<file path="config.mk">
export PLATFORM = sky130hd
export DESIGN_NAME = tccm_channel
export DESIGN_NICKNAME = d
export VERILOG_FILES = /design/src/rtl/tccm_pkg.sv /design/src/rtl/tccm_channel.sv /design/src/rtl/tccm_pin_sync.sv
export VERILOG_INCLUDE_DIRS = /design/src /design/src/rtl
export SDC_FILE = /design/constraint.sdc
export NUM_CORES = 1
export LEC_CHECK = 0
export ABC_AREA = 1
export BUFFER_PORTS_ARGS = -buffer_cell sky130_fd_sc_hd__clkbuf_2
export CAP_MARGIN = 20
export CELL_PAD_IN_SITES_DETAIL_PLACEMENT = 0
export CELL_PAD_IN_SITES_GLOBAL_PLACEMENT = 1
export CORE_ASPECT_RATIO = 1.1
export CORE_MARGIN = 4
export CORE_UTILIZATION = 46
export CTS_CLUSTER_SIZE = 16
export DETAILED_ROUTE_END_ITERATION = 10
export PLACE_DENSITY_LB_ADDON = 0.2
export SLEW_MARGIN = 20
export SYNTH_ARGS = -nofsm -noshare
export SYNTH_HDL_FRONTEND = slang
export SYNTH_SLANG_ARGS = --single-unit
</file>
<file path="constraint.sdc">
create_clock -name aclk -period 8.5 [get_ports aclk]
set_input_delay 0 -clock aclk [delete_from_list [all_inputs] [get_ports aclk]]
set_output_delay 0 -clock aclk [all_outputs]
set_load 0.005 [all_outputs]
</file>
<file path="src/rtl/tccm_cfg.svh">
// register offsets, field positions and reset values of the timer channel
`ifndef TCCM_CFG_SVH
`define TCCM_CFG_SVH
`define TCCM_OFS_COMMAND 8'h00
`define TCCM_OFS_MODE 8'h04
`define TCCM_OFS_COUNT 8'h10
`define TCCM_OFS_CMP_A 8'h14
`define TCCM_OFS_CMP_B 8'h18
`define TCCM_OFS_CMP_C 8'h1C
`define TCCM_OFS_STATUS 8'h20
`define TCCM_CMD_CLK_EN 0
`define TCCM_CMD_CLK_DIS 1
`define TCCM_CMD_SW_TRIG 2
`define TCCM_STS_CLK_ON 16
`define TCCM_STS_OUT_A 17
`define TCCM_STS_OUT_B 18
`define TCCM_MODE_RESET 32'h0000_0000
`define TCCM_RESP_OKAY 2'h0
`define TCCM_RESP_SLVERR 2'h2
`endif

</file>
<file path="src/rtl/tccm_pkg.sv">
// types shared by the timer channel design files
package tccm_pkg;
   typedef enum logic [1:0]
   {
      act_none = 2'h0,
      act_set = 2'h1,
      act_clear = 2'h2,
      act_toggle = 2'h3
   } tccm_action_type;

   // synchronised input: stable level and one-cycle edge pulses
   typedef struct packed
   {
      logic lvl;
      logic rise;
      logic fall;
   } tccm_sig_type;

   typedef struct packed
   {
      logic [11:0] reserved_hi;
      logic [1:0] b_load_edge;
      logic [1:0] a_load_edge;
      logic wave;
      logic c_match_trigger_enable;
      logic [2:0] reserved_mid;
      logic trigger_line_select;
      logic [1:0] trigger_edge_select;
      logic disable_on_b_load;
      logic stop_on_b_load;
      logic [1:0] burst_gate;
      logic clock_invert;
      logic [2:0] clock_source_select;
   } tccm_cap_type;

   typedef struct packed
   {
      logic [1:0] out_b_on_soft_trigger;
      logic [1:0] out_b_on_event;
      logic [1:0] out_b_on_c_match;
      logic [1:0] out_b_on_b_match;
      logic [1:0] out_a_on_soft_trigger;
      logic [1:0] out_a_on_event;
      logic [1:0] out_a_on_c_match;
      logic [1:0] out_a_on_a_match;
      logic wave;
      logic [1:0] waveform_select;
      logic event_trigger_enable;
      logic [1:0] event_source_select;
      logic [1:0] event_edge_select;
      logic disable_on_c_match;
      logic stop_on_c_match;
      logic [1:0] burst_gate;
      logic clock_invert;
      logic [2:0] clock_source_select;
   } tccm_wave_type;
endpackage

</file>
<file path="src/rtl/tccm_channel.sv">
// timer channel: command and mode registers, counter, capture and waveform output
//
// Added by the designer: the placing of the registers and the AXI4-Lite register port.
`timescale 1ns/1ps
`include "tccm_cfg.svh"
module tccm_channel
#(
   parameter int CNT_W = 16
)
(
   input wire logic aclk,
   input wire logic aresetn,
   input wire logic [7:0] awaddr,
   input wire logic awvalid,
   output logic awready,
   input wire logic [31:0] wdata,
   input wire logic [3:0] wstrb,
   input wire logic wvalid,
   output logic wready,
   output logic [1:0] bresp,
   output logic bvalid,
   input wire logic bready,
   input wire logic [7:0] araddr,
   input wire logic arvalid,
   output logic arready,
   output logic [31:0] rdata,
   output logic [1:0] rresp,
   output logic rvalid,
   input wire logic rready,
   input wire logic [4:0] internal_clock_taps,
   input wire logic [2:0] ext_clock_in,
   input wire logic io_line_a_in,
   output logic io_line_a_out,
   output logic io_line_a_oe_n,
   input wire logic io_line_b_in,
   output logic io_line_b_out,
   output logic io_line_b_oe_n
);
   logic [31:0] mode_r;
   logic [CNT_W-1:0] cnt_r;
   logic [CNT_W-1:0] ra_r;
   logic [CNT_W-1:0] rb_r;
   logic [CNT_W-1:0] rc_r;
   logic [CNT_W-1:0] top;
   logic [CNT_W-1:0] step;
   logic [4:0] tap_prev_r;
   logic [7:0] src_rise;
   logic [7:0] src_fall;
   logic [3:0] gate_vec;
   logic clk_en_r, clk_stop_r, dir_r, dir_step, running, sel_edge, tick;
   logic wave, updown, evt_hit, ext_trig, sw_trig, c_trig, any_trig, flip_trig;
   logic zero_trig, a_match, b_match, c_match, a_load, b_load, stop_set, dis_hw;
   logic out_a_r, out_b_r, oe_a_n_r, oe_b_n_r, b_out_en;
   logic aw_full_r, w_full_r, bvalid_r, rvalid_r, wr_go, cmd_wr;
   logic [7:0] aw_addr_r;
   logic [31:0] w_data_r;
   logic [3:0] w_strb_r;
   logic [1:0] bresp_r;
   logic [1:0] rresp_r;
   logic [31:0] rdata_r;
   logic [31:0] rd_mux;
   tccm_pkg::tccm_cap_type cap;
   tccm_pkg::tccm_wave_type wav;
   tccm_pkg::tccm_sig_type [4:0] pin_s;
   tccm_pkg::tccm_sig_type [2:0] xc;
   tccm_pkg::tccm_sig_type [3:0] evt_src;
   tccm_pkg::tccm_sig_type io_a;
   tccm_pkg::tccm_sig_type io_b;

   // ********************
   // helper functions
   // ********************
   function automatic logic edge_hit(input logic [1:0] sel, input tccm_pkg::tccm_sig_type s);
      edge_hit = (sel[0] & s.rise) | (sel[1] & s.fall);
   endfunction

   // hit and acts ordered {soft, event, c, own compare}; higher index wins
   function automatic logic resolve(input logic lvl, input logic [3:0] hit,
                                    input logic [7:0] acts);
      logic [1:0] act;
      act = 2'h0;
      for (int i = 0; i < 4; i++)
      begin
         if (hit[i])
            act = acts[2*i +: 2];
      end
      case (act)
         tccm_pkg::act_set: resolve = 1'h1;
         tccm_pkg::act_clear: resolve = 1'h0;
         tccm_pkg::act_toggle: resolve = ~lvl;
         default: resolve = lvl;
      endcase
   endfunction

   function automatic logic [31:0] merge(input logic [31:0] old, input logic [31:0] nw,
                                         input logic [3:0] strb);
      for (int i = 0; i < 4; i++)
         merge[8*i +: 8] = strb[i] ? nw[8*i +: 8] : old[8*i +: 8];
   endfunction

   function automatic logic addr_known(input logic [7:0] a);
      addr_known = (a == `TCCM_OFS_COMMAND) | (a == `TCCM_OFS_MODE) |
                   (a == `TCCM_OFS_COUNT) | (a == `TCCM_OFS_CMP_A) |
                   (a == `TCCM_OFS_CMP_B) | (a == `TCCM_OFS_CMP_C) |
                   (a == `TCCM_OFS_STATUS);
   endfunction

   // ********************
   // register bus slave
   // ********************
   assign awready = ~aw_full_r;
   assign wready = ~w_full_r;
   assign wr_go = aw_full_r & w_full_r & ~bvalid_r;
   assign cmd_wr = wr_go & (aw_addr_r == `TCCM_OFS_COMMAND) & w_strb_r[0];
   assign bvalid = bvalid_r;
   assign bresp = bresp_r;
   assign arready = ~rvalid_r;
   assign rvalid = rvalid_r;
   assign rresp = rresp_r;
   assign rdata = rdata_r;

   always_ff @(posedge aclk)
   begin
      if (!aresetn)
      begin
         aw_full_r <= 1'h0;
         w_full_r <= 1'h0;
         bvalid_r <= 1'h0;
         aw_addr_r <= 8'h00;
         w_data_r <= 32'h0000_0000;
         w_strb_r <= 4'h0;
         bresp_r <= `TCCM_RESP_OKAY;
      end
      else
      begin
         if (awvalid & ~aw_full_r)
         begin
            aw_full_r <= 1'h1;
            aw_addr_r <= awaddr;
         end
         else if (wr_go)
            aw_full_r <= 1'h0;
         if (wvalid & ~w_full_r)
         begin
            w_full_r <= 1'h1;
            w_data_r <= wdata;
            w_strb_r <= wstrb;
         end
         else if (wr_go)
            w_full_r <= 1'h0;
         if (wr_go)
         begin
            bvalid_r <= 1'h1;
            bresp_r <= addr_known(aw_addr_r) ? `TCCM_RESP_OKAY : `TCCM_RESP_SLVERR;
         end
         else if (bready)
            bvalid_r <= 1'h0;
      end
   end

   always_comb
   begin
      rd_mux = 32'h0000_0000;
      if (araddr == `TCCM_OFS_MODE)
         rd_mux = mode_r;
      else if (araddr == `TCCM_OFS_COUNT)
         rd_mux = 32'(cnt_r);
      else if (araddr == `TCCM_OFS_CMP_A)
         rd_mux = 32'(ra_r);
      else if (araddr == `TCCM_OFS_CMP_B)
         rd_mux = 32'(rb_r);
      else if (araddr == `TCCM_OFS_CMP_C)
         rd_mux = 32'(rc_r);
      else if (araddr == `TCCM_OFS_STATUS)
      begin
         rd_mux[`TCCM_STS_CLK_ON] = clk_en_r;
         rd_mux[`TCCM_STS_OUT_A] = out_a_r;
         rd_mux[`TCCM_STS_OUT_B] = out_b_r;
      end
   end

   always_ff @(posedge aclk)
   begin
      if (!aresetn)
      begin
         rvalid_r <= 1'h0;
         rdata_r <= 32'h0000_0000;
         rresp_r <= `TCCM_RESP_OKAY;
      end
      else if (arvalid & ~rvalid_r)
      begin
         rvalid_r <= 1'h1;
         rdata_r <= rd_mux;
         rresp_r <= addr_known(araddr) ? `TCCM_RESP_OKAY : `TCCM_RESP_SLVERR;
      end
      else if (rready)
         rvalid_r <= 1'h0;
   end

   // ********************
   // mode and compare registers
   // ********************
   assign cap = tccm_pkg::tccm_cap_type'(mode_r);
   assign wav = tccm_pkg::tccm_wave_type'(mode_r);
   assign wave = cap.wave;

   always_ff @(posedge aclk)
   begin
      if (!aresetn)
         mode_r <= `TCCM_MODE_RESET;
      else if (wr_go & (aw_addr_r == `TCCM_OFS_MODE))
         mode_r <= merge(mode_r, w_data_r, w_strb_r);
   end

   // capture loads win over a software write in the same cycle
   always_ff @(posedge aclk)
   begin
      if (!aresetn)
      begin
         ra_r <= '0;
         rb_r <= '0;
         rc_r <= '0;
      end
      else
      begin
         if (a_load)
            ra_r <= cnt_r;
         else if (wave & wr_go & (aw_addr_r == `TCCM_OFS_CMP_A))
            ra_r <= CNT_W'(merge(32'(ra_r), w_data_r, w_strb_r));
         if (b_load)
            rb_r <= cnt_r;
         else if (wave & wr_go & (aw_addr_r == `TCCM_OFS_CMP_B))
            rb_r <= CNT_W'(merge(32'(rb_r), w_data_r, w_strb_r));
         if (wr_go & (aw_addr_r == `TCCM_OFS_CMP_C))
            rc_r <= CNT_W'(merge(32'(rc_r), w_data_r, w_strb_r));
      end
   end

   // ********************
   // clock selection and gating
   // ********************
   tccm_pin_sync #(.W(5)) u_pin_sync
   (
      .aclk(aclk),
      .aresetn(aresetn),
      .pin_in({io_line_b_in, io_line_a_in, ext_clock_in}),
      .sig_out(pin_s)
   );
   assign xc = pin_s[2:0];
   assign io_a = pin_s[3];
   assign io_b = pin_s[4];

   always_ff @(posedge aclk)
   begin
      if (!aresetn)
         tap_prev_r <= 5'h00;
      else
         tap_prev_r <= internal_clock_taps;
   end

   assign src_rise = {xc[2].rise, xc[1].rise, xc[0].rise, internal_clock_taps & ~tap_prev_r};
   assign src_fall = {xc[2].fall, xc[1].fall, xc[0].fall, ~internal_clock_taps & tap_prev_r};
   assign gate_vec = {xc[2].lvl, xc[1].lvl, xc[0].lvl, 1'h1};
   assign sel_edge = cap.clock_invert ? src_fall[cap.clock_source_select]
                                      : src_rise[cap.clock_source_select];
   assign tick = sel_edge & gate_vec[cap.burst_gate] & running;

   // ********************
   // triggers and events
   // ********************
   assign evt_src = {xc[2], xc[1], xc[0], io_b};
   assign evt_hit = wave & edge_hit(wav.event_edge_select,
                                    evt_src[wav.event_source_select]);
   assign ext_trig = wave ? (evt_hit & wav.event_trigger_enable)
                          : edge_hit(cap.trigger_edge_select,
                                     cap.trigger_line_select ? io_a : io_b);
   assign sw_trig = cmd_wr & w_data_r[`TCCM_CMD_SW_TRIG];
   assign a_load = ~wave & edge_hit(cap.a_load_edge, io_a);
   assign b_load = ~wave & edge_hit(cap.b_load_edge, io_a);
   assign a_match = wave & tick & (step == ra_r);
   assign b_match = wave & tick & (step == rb_r);
   assign c_match = tick & (step == rc_r);
   assign c_trig = c_match & (wave ? (wav.waveform_select == 2'h2)
                                   : cap.c_match_trigger_enable);
   assign any_trig = sw_trig | ext_trig | c_trig;
   assign flip_trig = updown & (sw_trig | ext_trig);
   assign zero_trig = ~updown & any_trig;

   // ********************
   // clock enable and stop
   // ********************
   assign stop_set = (~wave & cap.stop_on_b_load & b_load) |
                     (wave & wav.stop_on_c_match & c_match);
   assign dis_hw = (~wave & cap.disable_on_b_load & b_load) |
                   (wave & wav.disable_on_c_match & c_match);
   assign running = clk_en_r & ~clk_stop_r;

   always_ff @(posedge aclk)
   begin
      if (!aresetn)
         clk_en_r <= 1'h0;
      else if ((cmd_wr & w_data_r[`TCCM_CMD_CLK_DIS]) | dis_hw)
         clk_en_r <= 1'h0;
      else if (cmd_wr & w_data_r[`TCCM_CMD_CLK_EN])
         clk_en_r <= 1'h1;
   end

   always_ff @(posedge aclk)
   begin
      if (!aresetn)
         clk_stop_r <= 1'h0;
      else if (stop_set)
         clk_stop_r <= 1'h1;
      else if (any_trig)
         clk_stop_r <= 1'h0;
   end

   // ********************
   // counter
   // ********************
   assign updown = wave & wav.waveform_select[0];
   assign top = wav.waveform_select[1] ? rc_r : {CNT_W{1'h1}};

   always_comb
   begin
      dir_step = dir_r;
      if (updown & ~dir_r & (cnt_r == top))
         dir_step = 1'h1;
      else if (updown & dir_r & (cnt_r == '0))
         dir_step = 1'h0;
      step = dir_step ? cnt_r - 1'h1 : cnt_r + 1'h1;
   end

   always_ff @(posedge aclk)
   begin
      if (!aresetn)
         cnt_r <= '0;
      else if (zero_trig)
         cnt_r <= '0;
      else if (tick)
         cnt_r <= step;
   end

   always_ff @(posedge aclk)
   begin
      if (!aresetn)
         dir_r <= 1'h0;
      else if (~updown)
         dir_r <= 1'h0;
      else if (flip_trig)
         dir_r <= ~dir_r;
      else if (tick)
         dir_r <= dir_step;
   end

   // ********************
   // output lines
   // ********************
   assign b_out_en = wave & (wav.event_source_select != 2'h0);
   assign io_line_a_out = out_a_r;
   assign io_line_a_oe_n = oe_a_n_r;
   assign io_line_b_out = out_b_r;
   assign io_line_b_oe_n = oe_b_n_r;

   always_ff @(posedge aclk)
   begin
      if (!aresetn)
      begin
         out_a_r <= 1'h0;
         out_b_r <= 1'h0;
         oe_a_n_r <= 1'h1;
         oe_b_n_r <= 1'h1;
      end
      else
      begin
         oe_a_n_r <= ~wave;
         oe_b_n_r <= ~b_out_en;
         if (wave)
            out_a_r <= resolve(out_a_r, {sw_trig, evt_hit, c_match, a_match},
                               {wav.out_a_on_soft_trigger, wav.out_a_on_event,
                                wav.out_a_on_c_match, wav.out_a_on_a_match});
         if (b_out_en)
            out_b_r <= resolve(out_b_r, {sw_trig, evt_hit, c_match, b_match},
                               {wav.out_b_on_soft_trigger, wav.out_b_on_event,
                                wav.out_b_on_c_match, wav.out_b_on_b_match});
      end
   end
endmodule // tccm_channel

</file>
<file path="src/rtl/tccm_pin_sync.sv">
// three-stage pin synchroniser with filtered level and edge pulses
`timescale 1ns/1ps
module tccm_pin_sync
#(
   parameter int W = 1
)
(
   input wire logic aclk,
   input wire logic aresetn,
   input wire logic [W-1:0] pin_in,
   output tccm_pkg::tccm_sig_type [W-1:0] sig_out
);
   logic [W-1:0] s1_r;
   logic [W-1:0] s2_r;
   logic [W-1:0] s3_r;
   logic [W-1:0] lvl_r;
   logic [W-1:0] rise_r;
   logic [W-1:0] fall_r;
   logic [W-1:0] agree;

   // a change counts only once stages two and three agree
   assign agree = ~(s2_r ^ s3_r);

   always_ff @(posedge aclk)
   begin
      if (!aresetn)
      begin
         s1_r <= '0;
         s2_r <= '0;
         s3_r <= '0;
         lvl_r <= '0;
         rise_r <= '0;
         fall_r <= '0;
      end
      else
      begin
         s1_r <= pin_in;
         s2_r <= s1_r;
         s3_r <= s2_r;
         lvl_r <= (agree & s3_r) | (~agree & lvl_r);
         rise_r <= agree & s3_r & ~lvl_r;
         fall_r <= agree & ~s3_r & lvl_r;
      end
   end

   for (genvar gi = 0; gi < W; gi++)
   begin : g_out
      assign sig_out[gi] = '{lvl: lvl_r[gi], rise: rise_r[gi], fall: fall_r[gi]};
   end
endmodule // tccm_pin_sync

</file>
### Word-level counts from Yosys, hierarchy flattened

Cells that the tools add are included.

* $lt $le $gt $ge: 3
* reductions and logical operators: 33
* bitwise operators: 99
* add/sub/neg operators: 2
* equality and inequality tests: 23
* mux-type cells: 56

Operators with widths (count)
* 16-bit 2-to-1 mux: 7
* 16-bit equality test: 4
* 8-bit by 5-bit equality test with 1-bit output (second input constant): 8
* 19-bit 2-to-1 mux: 3
* 1-bit bitwise AND: 51
* 5-bit bitwise AND: 7
* 2-bit 2-to-1 mux: 16
* 32-bit 2-to-1 mux: 1
* 5-bit inverter: 6
* 2-bit AND reduction: 13
* 2-bit nonzero test: 13
* 1-bit OR: 21
* 1-bit 2-to-1 mux: 19
* 16-bit by 1-bit adder with 16-bit output (second input constant): 1
* 8-bit by 3-bit equality test with 1-bit output (second input constant): 2
* 8-bit by 6-bit equality test with 1-bit output (second input constant): 2
* 16-bit zero test: 1
* 8-bit zero test: 2
* 8-bit 2-to-1 mux: 2
* 16-bit by 1-bit subtractor with 16-bit output (second input constant): 1
* 1-bit inverter: 12
* 2-bit equality test (second input constant): 5
* 1-bit binary-select mux with 3-bit select: 2
* 3-bit binary-select mux with 2-bit select: 1
* other kinds (10): 16

* bits in registers: 222
* output and inout port bits: 45
* word-level logic and storage cells: 251
* bits of input ports: 69

### Longest topological paths before layout

Gate-level depths: netlist of the first run.

* word-level depth: 18
* mapped depth: 33
* mapped depth without buffers: 32

### Modules after synthesis

Synthesis of the first run repeated with hierarchy kept, for this count alone.

* cells, all modules: 1662
* area total of the unflattened synthesis: 11494.8 um2

By module, submodules not included
* tccm_channel: times used 1, cells an instance 1533, sequential area each 3803.6 um2, area each 10376.2 um2
* tccm_pin_sync: times used 1, cells an instance 129, sequential area each 600.6 um2, area each 1118.6 um2

### Worst setup path after synthesis of the first run

OpenSTA, ideal clock, no wires.

* kind: reg-to-reg
* start: register mode_r[14] (netlist: cap[14])
* end: register cnt_r[10]
* library setup time: 0.119 ns
* buffers on the path: 3
* cell stages (with the launch flop): 26
* arrival: 3.627 ns
* data required time: 8.381 ns
* clock period less this slack: 3.746 ns
* setup slack: 4.754 ns
* cells stage by stage: dfxtp_1 -> buf_6 -> buf_6 -> nand2_1 -> xor2_1 -> nand2_1 -> nor2_1 -> nand3_2 -> nand2_2 -> inv_1 -> fa_1 -> xor2_1 -> nand2_1 -> nor2_1 -> nand3_1 -> nor2_1 -> nand2_1 -> nor2_1 -> nand3_1 -> nor3_2 -> nand3_4 -> o311ai_2 -> inv_2 -> nor2_4 -> buf_6 -> nor2_2

* longest elaborated chain between the ends: 11
* elaborated cells on any way between the ends: 13
* classes of those cells: eq/ne: 3; mux: 4; bitwise: 5; reduce/logical: 1

Ends and longest elaborated chain
* from (decl): line tccm_channel.sv:39 `logic [31:0] mode_r;`
* from (signal assigned): line tccm_channel.sv:210 `` mode_r <= `TCCM_MODE_RESET; ``
* from (signal assigned): line tccm_channel.sv:212 `mode_r <= merge(mode_r, w_data_r, w_strb_r);`
* 16-bit 2-to-1 mux: line tccm_channel.sv:322 `assign top = wav.waveform_select[1] ? rc_r : {CNT_W{1'h1}};`
* 16-bit equality test: line tccm_channel.sv:327 `if (updown & ~dir_r & (cnt_r == top))`
* 1-bit bitwise AND: line tccm_channel.sv:327
* 1-bit 2-to-1 mux: line tccm_channel.sv:327
* 16-bit 2-to-1 mux: line tccm_channel.sv:331 `step = dir_step ? cnt_r - 1'h1 : cnt_r + 1'h1;`
* 16-bit equality test: line tccm_channel.sv:282 `assign c_match = tick & (step == rc_r);`
* 1-bit bitwise AND: line tccm_channel.sv:282
* 1-bit bitwise AND: line tccm_channel.sv:283 `assign c_trig = c_match & (wave ? (wav.waveform_select == 2'h2)`
* 1-bit OR: line tccm_channel.sv:285 `assign any_trig = sw_trig | ext_trig | c_trig;`
* 1-bit bitwise AND: line tccm_channel.sv:287 `assign zero_trig = ~updown & any_trig;`
* 2-bit OR reduction (no source line)
* to (signal assigned): line tccm_channel.sv:341 `cnt_r <= step;`
* to (decl): line tccm_channel.sv:40 `logic [CNT_W-1:0] cnt_r;`

Parallel ways exist; a longest one is shown, timed or not.
A chain may end at the register's enable or synchronous reset.

### Final worst setup path of the first run

* start: register mode_r[14] (netlist: cap[14])
* end: register cnt_r[5]

The elaborated chain is that of the path after synthesis.

==> impl_results.md, run 1 <==
- Status: completed
- Rows: 60
- P&R area growth vs syn: 18.6%
- Synth Flop Type: dfxtp_1
- Cell variety after synth: 52
- Mapped Avg Cell Area: between 6 and 7 sq um
- Max-cap viol count: 0
- CTS clk-pin slew, worst paths: approximately 0.07 ns
- DIE AREA: ~27,000 sq um
- Largest buffer count on any clock path: 3
- Final WS setup: about 3.4 ns
- Crit path to: cnt_r[5]$_SDFFE_PP0P_
- Endpoints failing hold: 0
- GRT overflow: 0
- Tmin final: approximately 5.1 ns
- 1st-pass router iterations: 7
- Drt drc: 0
- Critical path data required time: between 8 and 9 ns
- FFs w/ async S/R, synth: 0%
- Synth warn: 0
- Vias per cell: approximately 5.3
- RR Endpoint: cnt_r[5]$_SDFFE_PP0P_
- Routed len/inst: 16.5 um
- H-tree levels: 1
- Non-Filler Instances: 2,119
- R2R cell count: 26
- Share of layout cells above drive strength 1: a little over a tenth
- NumNets Final: 1,889
- Reg2Reg Setup Slack: roughly 3.4 ns
- First-pass GRT wire length: approximately 57,000 um
- Fin Hold WS: about 0.085 ns
- HPWL after DPL: 26,100 um
- CTS tree: done
- Class of the tightest hold or removal check: in -> reg
- Synth top area share: between 30% and 40%
- Final WL: between 30,000 and 40,000 um
- CP most frequent cell: nand2_1
- Slew headroom: approximately a third
- Commonest cells after routing, fill and taps aside: nand2_1 (336), inv_1 (225), dfxtp_1 (220)
- Setup Skew: 0.0156 ns
- EDFF count, synth: 0
- Final Slew Violations: 0
- Worst R2R Start: cap[14]$_SDFFE_PN0P_
- WS Path Type: reg -> reg
- Final core occ: a little under three fifths
- Cell Area, Synth: between 10,000 and 15,000 sq um
- CTS buffer count: 24
- Skew-Pair Late Insertion Delay: 0.51 ns
- IO Port Bufs: approximately 110
- Finished Cell Area: 13,500 sq um
- Starting Density: between 40% and 50%
- Setup WS pre-CTS: approximately 3.4 ns
- TNS Setup: 0 ns
- CP peak stage delay: 0.92 ns
- Commonest non-fill, non-tap cell in the layout: nand2_1
- Vias in the first global route: 10,809
- Iteration-0 DRC Markers: 791
- Ports: between 100 and 150
- Yosys top cell by area: dfxtp_1
- Cell Area, Placed: approximately 12,000 sq um
- Max FO, Critical Path: 27
- Die Width: between 150 and 200 um
- RSZ-0062 raised after global routing: false
- Final setup viols: 0
- Register area: about 4400 sq um
- Post-CTS Setup Inserts: 0
- Root buffer cell: clkbuf_16
- Via Count: between 10,000 and 15,000
- Startpoint Class: register
- Synth area leaders: dfxtp_1 (39%), nand2_1 (11%), o21ai_0 (8.2%)
- Crit. Startpoint: cap[14]$_SDFFE_PN0P_
- Tot GR Track Use: about 25%
- DP Cell Count: 2,014
- Largest net degree at the start of global routing: 93
- Routed Antenna Nets: 0
- Static Leak: around 6 nW
- Slew @ Worst Pin: around 1 ns
- Routability cong.: about 0.9
- Seq/Total Area, Yosys: just under 40%
- Multi-input gate area: approximately 5800 sq um
- Fill cell count: approximately 2,500
- Clock sink total: 220
- Final period util: about three fifths
- Power per cell area: 170 nW/um^2
- Worst EP arrival: between 5 and 6 ns
- Diodes inserted: 0
- Yosys reg bits: 220
- Peak supply drop: between 0.1 and 0.15 mV
- CP endpoint kind: register
- Initial antenna violation count: 0
- Core footprint: 24,400 sq um
- Post-synthesis cell count: about 1,700
- Total Power: roughly 2.3 mW
- Die Height: about 170 um
- WHS Path Cells: 2
- Slowest cell on crit path: dfxtp_1
- Fmax: 0.195 GHz
layer usage:
metal,wire (um),up-vias,global-route usage (%)
met2,16700,293,42.7
met5,0,-,0
li1,-,5699,-
met4,1160,0,8.07
met1,15400,5137,34.1
met3,1690,77,3.08
worst min path at each step:
stage / endpoint / from
after floorplan: tap_prev_r[0]$_SDFF_PN0_ / internal_clock_taps[0]
after global placement: u_pin_sync.s1_r[1]$_SDFF_PN0_ / ext_clock_in[1]
after detailed placement: u_pin_sync.s1_r[0]$_SDFF_PN0_ / ext_clock_in[0]
after CTS: io_line_b_oe_n$_SDFF_PN1_ / aresetn
after global routing: io_line_b_oe_n$_SDFF_PN1_ / aresetn
final: io_line_b_oe_n$_SDFF_PN1_ / aresetn
power by group:
group / leakage (nW) / total (mW) / internal [mW] / switching (mW)
combinational: 3.83 / 0.163 / 0.0697 / 0.0929
sequential: 1.79 / 1.09 / 1.07 / 0.0242
clock: 0.392 / 1.04 / 0.621 / 0.416
total: 6.01 / 2.29 / 1.76 / 0.533
cell families after synthesis:
kind of cell             count (synthesis)  share of synthesized area [%]
adder cells (fa/ha/maj)                 29                           3.26
AO/OA/AOI/OAI                          407                           20.3
XOR/XNOR                                32                           2.59
other                                    1                         0.0330
flip-flops                             220                           38.8
AND/OR/NAND/NOR                        657                           24.5
buffers and inverters                  307                           10.6
flip-flops by register name (all words and copies together) (netlist names), 8 cells and up, named ones only:
register   flops
aw_addr_r      8
cap           32
cnt_r         16
ra_r          16
rb_r          16
rc_r          16
rdata         32
w_data_r      32
cells in the mapped netlist, types with 5 or more instances:
master and instances:
o21ai_0 187, nand4_1 14, o22ai_1 15, a31oi_1 33, nand3b_1 5, nand3_1 93, nand2_2 6, nand2_1 336
a21oi_1 109, clkinv_1 8, inv_1 226, nor2_1 167, ha_1 28, nor3_1 10, a211oi_1 9, dfxtp_1 220
o221ai_1 13, o211ai_1 16, nor2_2 11, clkbuf_1 56, a221oi_1 7, xor2_1 30
cell type report:
type	instances	area share (%)
flip-flops and latches	220	32.7
clock inverters	7	0.465
clock buffers	37	5.43
inverters	238	6.64
multi-input cells	1127	42.7
well taps	310	2.88
repair buffers	180	9.13
repair_timing:
item | in CTS | in global routing
setup endpoints to repair | 0 | 0
hold endpoints to repair | 60 | 0
hold buffers | 61 | 0
gates resized for setup | 0 | 0
worst max-delay path: cells and delay by family (launching register included):
kind,cells,cell delay [ns]
buf+inv,4,0.52
simple gates,19,2.61
flops,1,0.92
compound gates,2,0.48
fa+ha+maj,1,0.45
No activity file was read; power rests on OpenSTA's default activity.
==> run 2: changes to the inputs <==
CORE_UTILIZATION = 39   (was 46)
clock period = 4.7 ns   (was 8.5 ns; I/O delays follow)
==> run 2 against run 1 <==
Compared with the run above:
- sequential power rose by 81%
- die area is 17% higher
- critical path depth is 1 lower
- non-clock buffer count rose by 22
- sequential cell count stayed put
- combinational power grew 87%
- sequential share of layout area shrank 0.71 points
- cell count up 3.8%
==> impl_results.md, run 2 (synthesis gave the netlist of run 1 again) <==
- Share of layout cells above drive strength 1: 11.8% (+1.1 points)
- Root buffer cell: clkbuf_16
- Starting Density: 39.5% (-7.0 points)
- CP endpoint kind: register
- Die Height: 187 um (+8.2%)
- Final WL: 37,100 um (+6.2%)
- 1st-pass router iterations: 5 (-2)
- Hold path startpoint: io_line_b_in
- DIE AREA: 31,900 sq um (+17%)
- CP peak stage delay: 0.42 ns (-0.50 ns)
- Routability cong.: 0.922 (+1.1%)
- Ports: 114 (unchanged)
- Core footprint: 28,700 sq um (+18%)
- Final WS setup: 0.394 ns (-2.98 ns)
- Static Leak: 6.14 nW (+2.1%)
- Met1 Usage GRT: 30.4% (-3.7 points)
- Power per cell area: 309 nW/um^2 (+82%)
- Post-CTS Setup Inserts: 0 (unchanged)
- Most used routing layer: met2
- H-tree levels: 1 (unchanged)
- Vias per cell: 5.13 (-3.0%)
- Int Power: 3.24 mW (+85%)
- Sw frac: 23.9% (+0.59 points)
- Class of the tightest hold or removal check: in -> reg
- Final period util: 91.6% (+31 points)
- Slew headroom: 31.8% (-0.66 points)
- Tot GR Track Use: 22.9% (-2.6 points)
- Skew-Pair Late Insertion Delay: 0.52 ns (about the same)
- Clock share of power: 46.6% (+1.3 points)
- Worst R2R Start: cap[14]$_SDFFE_PN0P_
- Commonest cells after routing, fill and taps aside: nand2_1 (336), inv_1 (225), dfxtp_1 (218)
- Max-cap viol count: 0 (unchanged)
- Total Power: 4.26 mW (+86%)
- CTS clk-pin slew, worst paths: 0.06 ns (about the same)
- Tmin final: 4.31 ns (-0.823 ns)
- Drt drc: 0 (unchanged)
- Crit. Startpoint: cap[14]$_SDFFE_PN0P_
- RR Endpoint: cnt_r[1]$_SDFFE_PP0P_
- GRT overflow: 0 (unchanged)
- Initial antenna violation count: 0 (unchanged)
- Final setup viols: 0 (unchanged)
- Iteration-0 DRC Markers: 742 (-6.2%)
- Vias in the first global route: 10,965 (+1.4%)
- TNS Setup: 0 ns (unchanged)
- Slowest cell on crit path: dfxtp_2
- CTS tree: done
- First-pass GRT wire length: 59,000 um (+3.9%)
- Largest net degree at the start of global routing: 93 (unchanged)
- Final Slew Violations: 0 (unchanged)
- Met3 usage: 3.15% (+0.071 points)
- NumNets Final: 1,911 (+1.2%)
- Critical path data required time: 5.11 ns (-3.77 ns)
- CTS buffer count: 24 (unchanged)
- Commonest non-fill, non-tap cell in the layout: nand2_1
- Combinational share of power: 7.2% (about the same)
- R2R cell count: 25 (-3.8%)
- P_sw: 1.02 mW (+91%)
- Setup WS pre-CTS: 0.0337 ns (-3.36 ns)
- Routed len/inst: 16.9 um (+2.4%)
- Rows: 65 (+8.3%)
- Endpoints failing hold: 0 (unchanged)
- Peak supply drop: 0.274 mV (+97%)
- HPWL after DPL: 27,500 um (+5.4%)
- Diodes inserted: 0 (unchanged)
- Worst EP arrival: 4.72 ns (-0.79 ns)
- Fill cell count: 2,938 (+20%)
- Slew @ Worst Pin: 1.02 ns (+0.0154 ns)
- Crit path to: cnt_r[1]$_SDFFE_PP0P_
- Startpoint Class: register
- Final core occ: 48.0% (-7.2 points)
- IO Port Bufs: 111 (unchanged)
- Met2 usage: 38.7% (-4.0 points)
- Via Count: 11,285 (+0.70%)
- RSZ-0062 raised after global routing: false
- Largest buffer count on any clock path: 3 (unchanged)
- CP most frequent cell: nand2_1
- WS Path Type: reg -> reg
- Setup Skew: 0.0105 ns (-0.00504 ns)
- Clock sink total: 220 (unchanged)
- P&R area growth vs syn: 21.3%
- Reg2Reg Setup Slack: 0.39 ns (-2.98 ns)
- Fmax: 0.232 GHz (+19%)
- Status: completed
- Sequential power share: 46.2% (-1.4 points)
- Max FO, Critical Path: 20 (-26%)
- Routed Antenna Nets: 0 (unchanged)
- Die Width: 171 um (+8.2%)
-- run 2: cell types whose count changed in the layout (fill, tap and decap cells not counted), moves of 2 or more --
cell and delta:
buf_4 +14, dlygate4sd3_1 +5, buf_6 +2, clkbuf_1 -4, clkbuf_8 -3, dfxtp_1 -2
clkinvlp_4 +4, bufinv_16 +2
-- run 2: metal layers --
layer,vias to the layer above,wire [um],part of all wire [%]
li1,5739,-,-
met1,5187,16800,45
met2,281,17400,47
met3,78,1860,5.0
met4,0,1090,2.9
met5,-,0,0
-- run 2: cell type report --
| cell class | count | area (sq um) | share of cell area (%) |
|---|---|---|---|
| multi-input combinational | 1127 | 5750 | 41.8 |
| inverter | 238 | 893 | 6.49 |
| clock inverter | 14 | 158 | 1.14 |
| timing repair buffer | 202 | 1430 | 10.4 |
| tap | 368 | 460 | 3.34 |
| clock buffer | 30 | 674 | 4.90 |
| sequential | 220 | 4410 | 32.0 |
-- run 2: worst min path at each step --
stage                     depth (start not counted)                             to  slack [ns]
after global placement                            3  u_pin_sync.s1_r[1]$_SDFF_PN0_        0.18
after floorplan                                   2       tap_prev_r[0]$_SDFF_PN0_        0.09
after detailed placement                          3  u_pin_sync.s1_r[0]$_SDFF_PN0_        0.19
after global routing                              4  u_pin_sync.s1_r[4]$_SDFF_PN0_        0.22
after CTS                                         4  u_pin_sync.s1_r[0]$_SDFF_PN0_        0.19
final                                             4  u_pin_sync.s1_r[4]$_SDFF_PN0_        0.20
-- run 2: worst max-delay path: cells and delay by family (launching register included) --
family,cells,cell delay [ns]
compound gates,4,0.81
xor+xnor,1,0.29
fa+ha+maj,1,0.33
buf+inv,6,0.85
flops,1,0.42
simple gates,13,1.45
-- run 2: power by group through the flow --
stage | clock network [mW] | logic, mW | registers [mW]
2_1_floorplan | 0 | 0.156 | 2.00
3_3_place_gp | 0 | 0.256 | 2.01
3_5_place_dp | 0 | 0.259 | 2.01
4_1_cts | 2.02 | 0.305 | 1.97
5_1_grt | 2.10 | 0.347 | 1.98
6_report | 1.99 | 0.305 | 1.97
-- run 2: what timing repair did --
item / 4_1_cts / 5_1_grt
endpoints found under the hold margin: 74 / 0
hold buffers: 66 / 0
setup endpoints to repair: 0 / 19
resized for setup: 0 / 5
-- run 2: through the flow --
stage                     cell area (sq um)  instances  hold WS (ns)
after floorplan                       11400       1654        0.0935
after global placement                12300       2089         0.182
after global routing                  13800       2199         0.222
final                                 13800       2199         0.203
after detailed placement              12300       2089         0.187
after CTS                             13800       2199         0.186
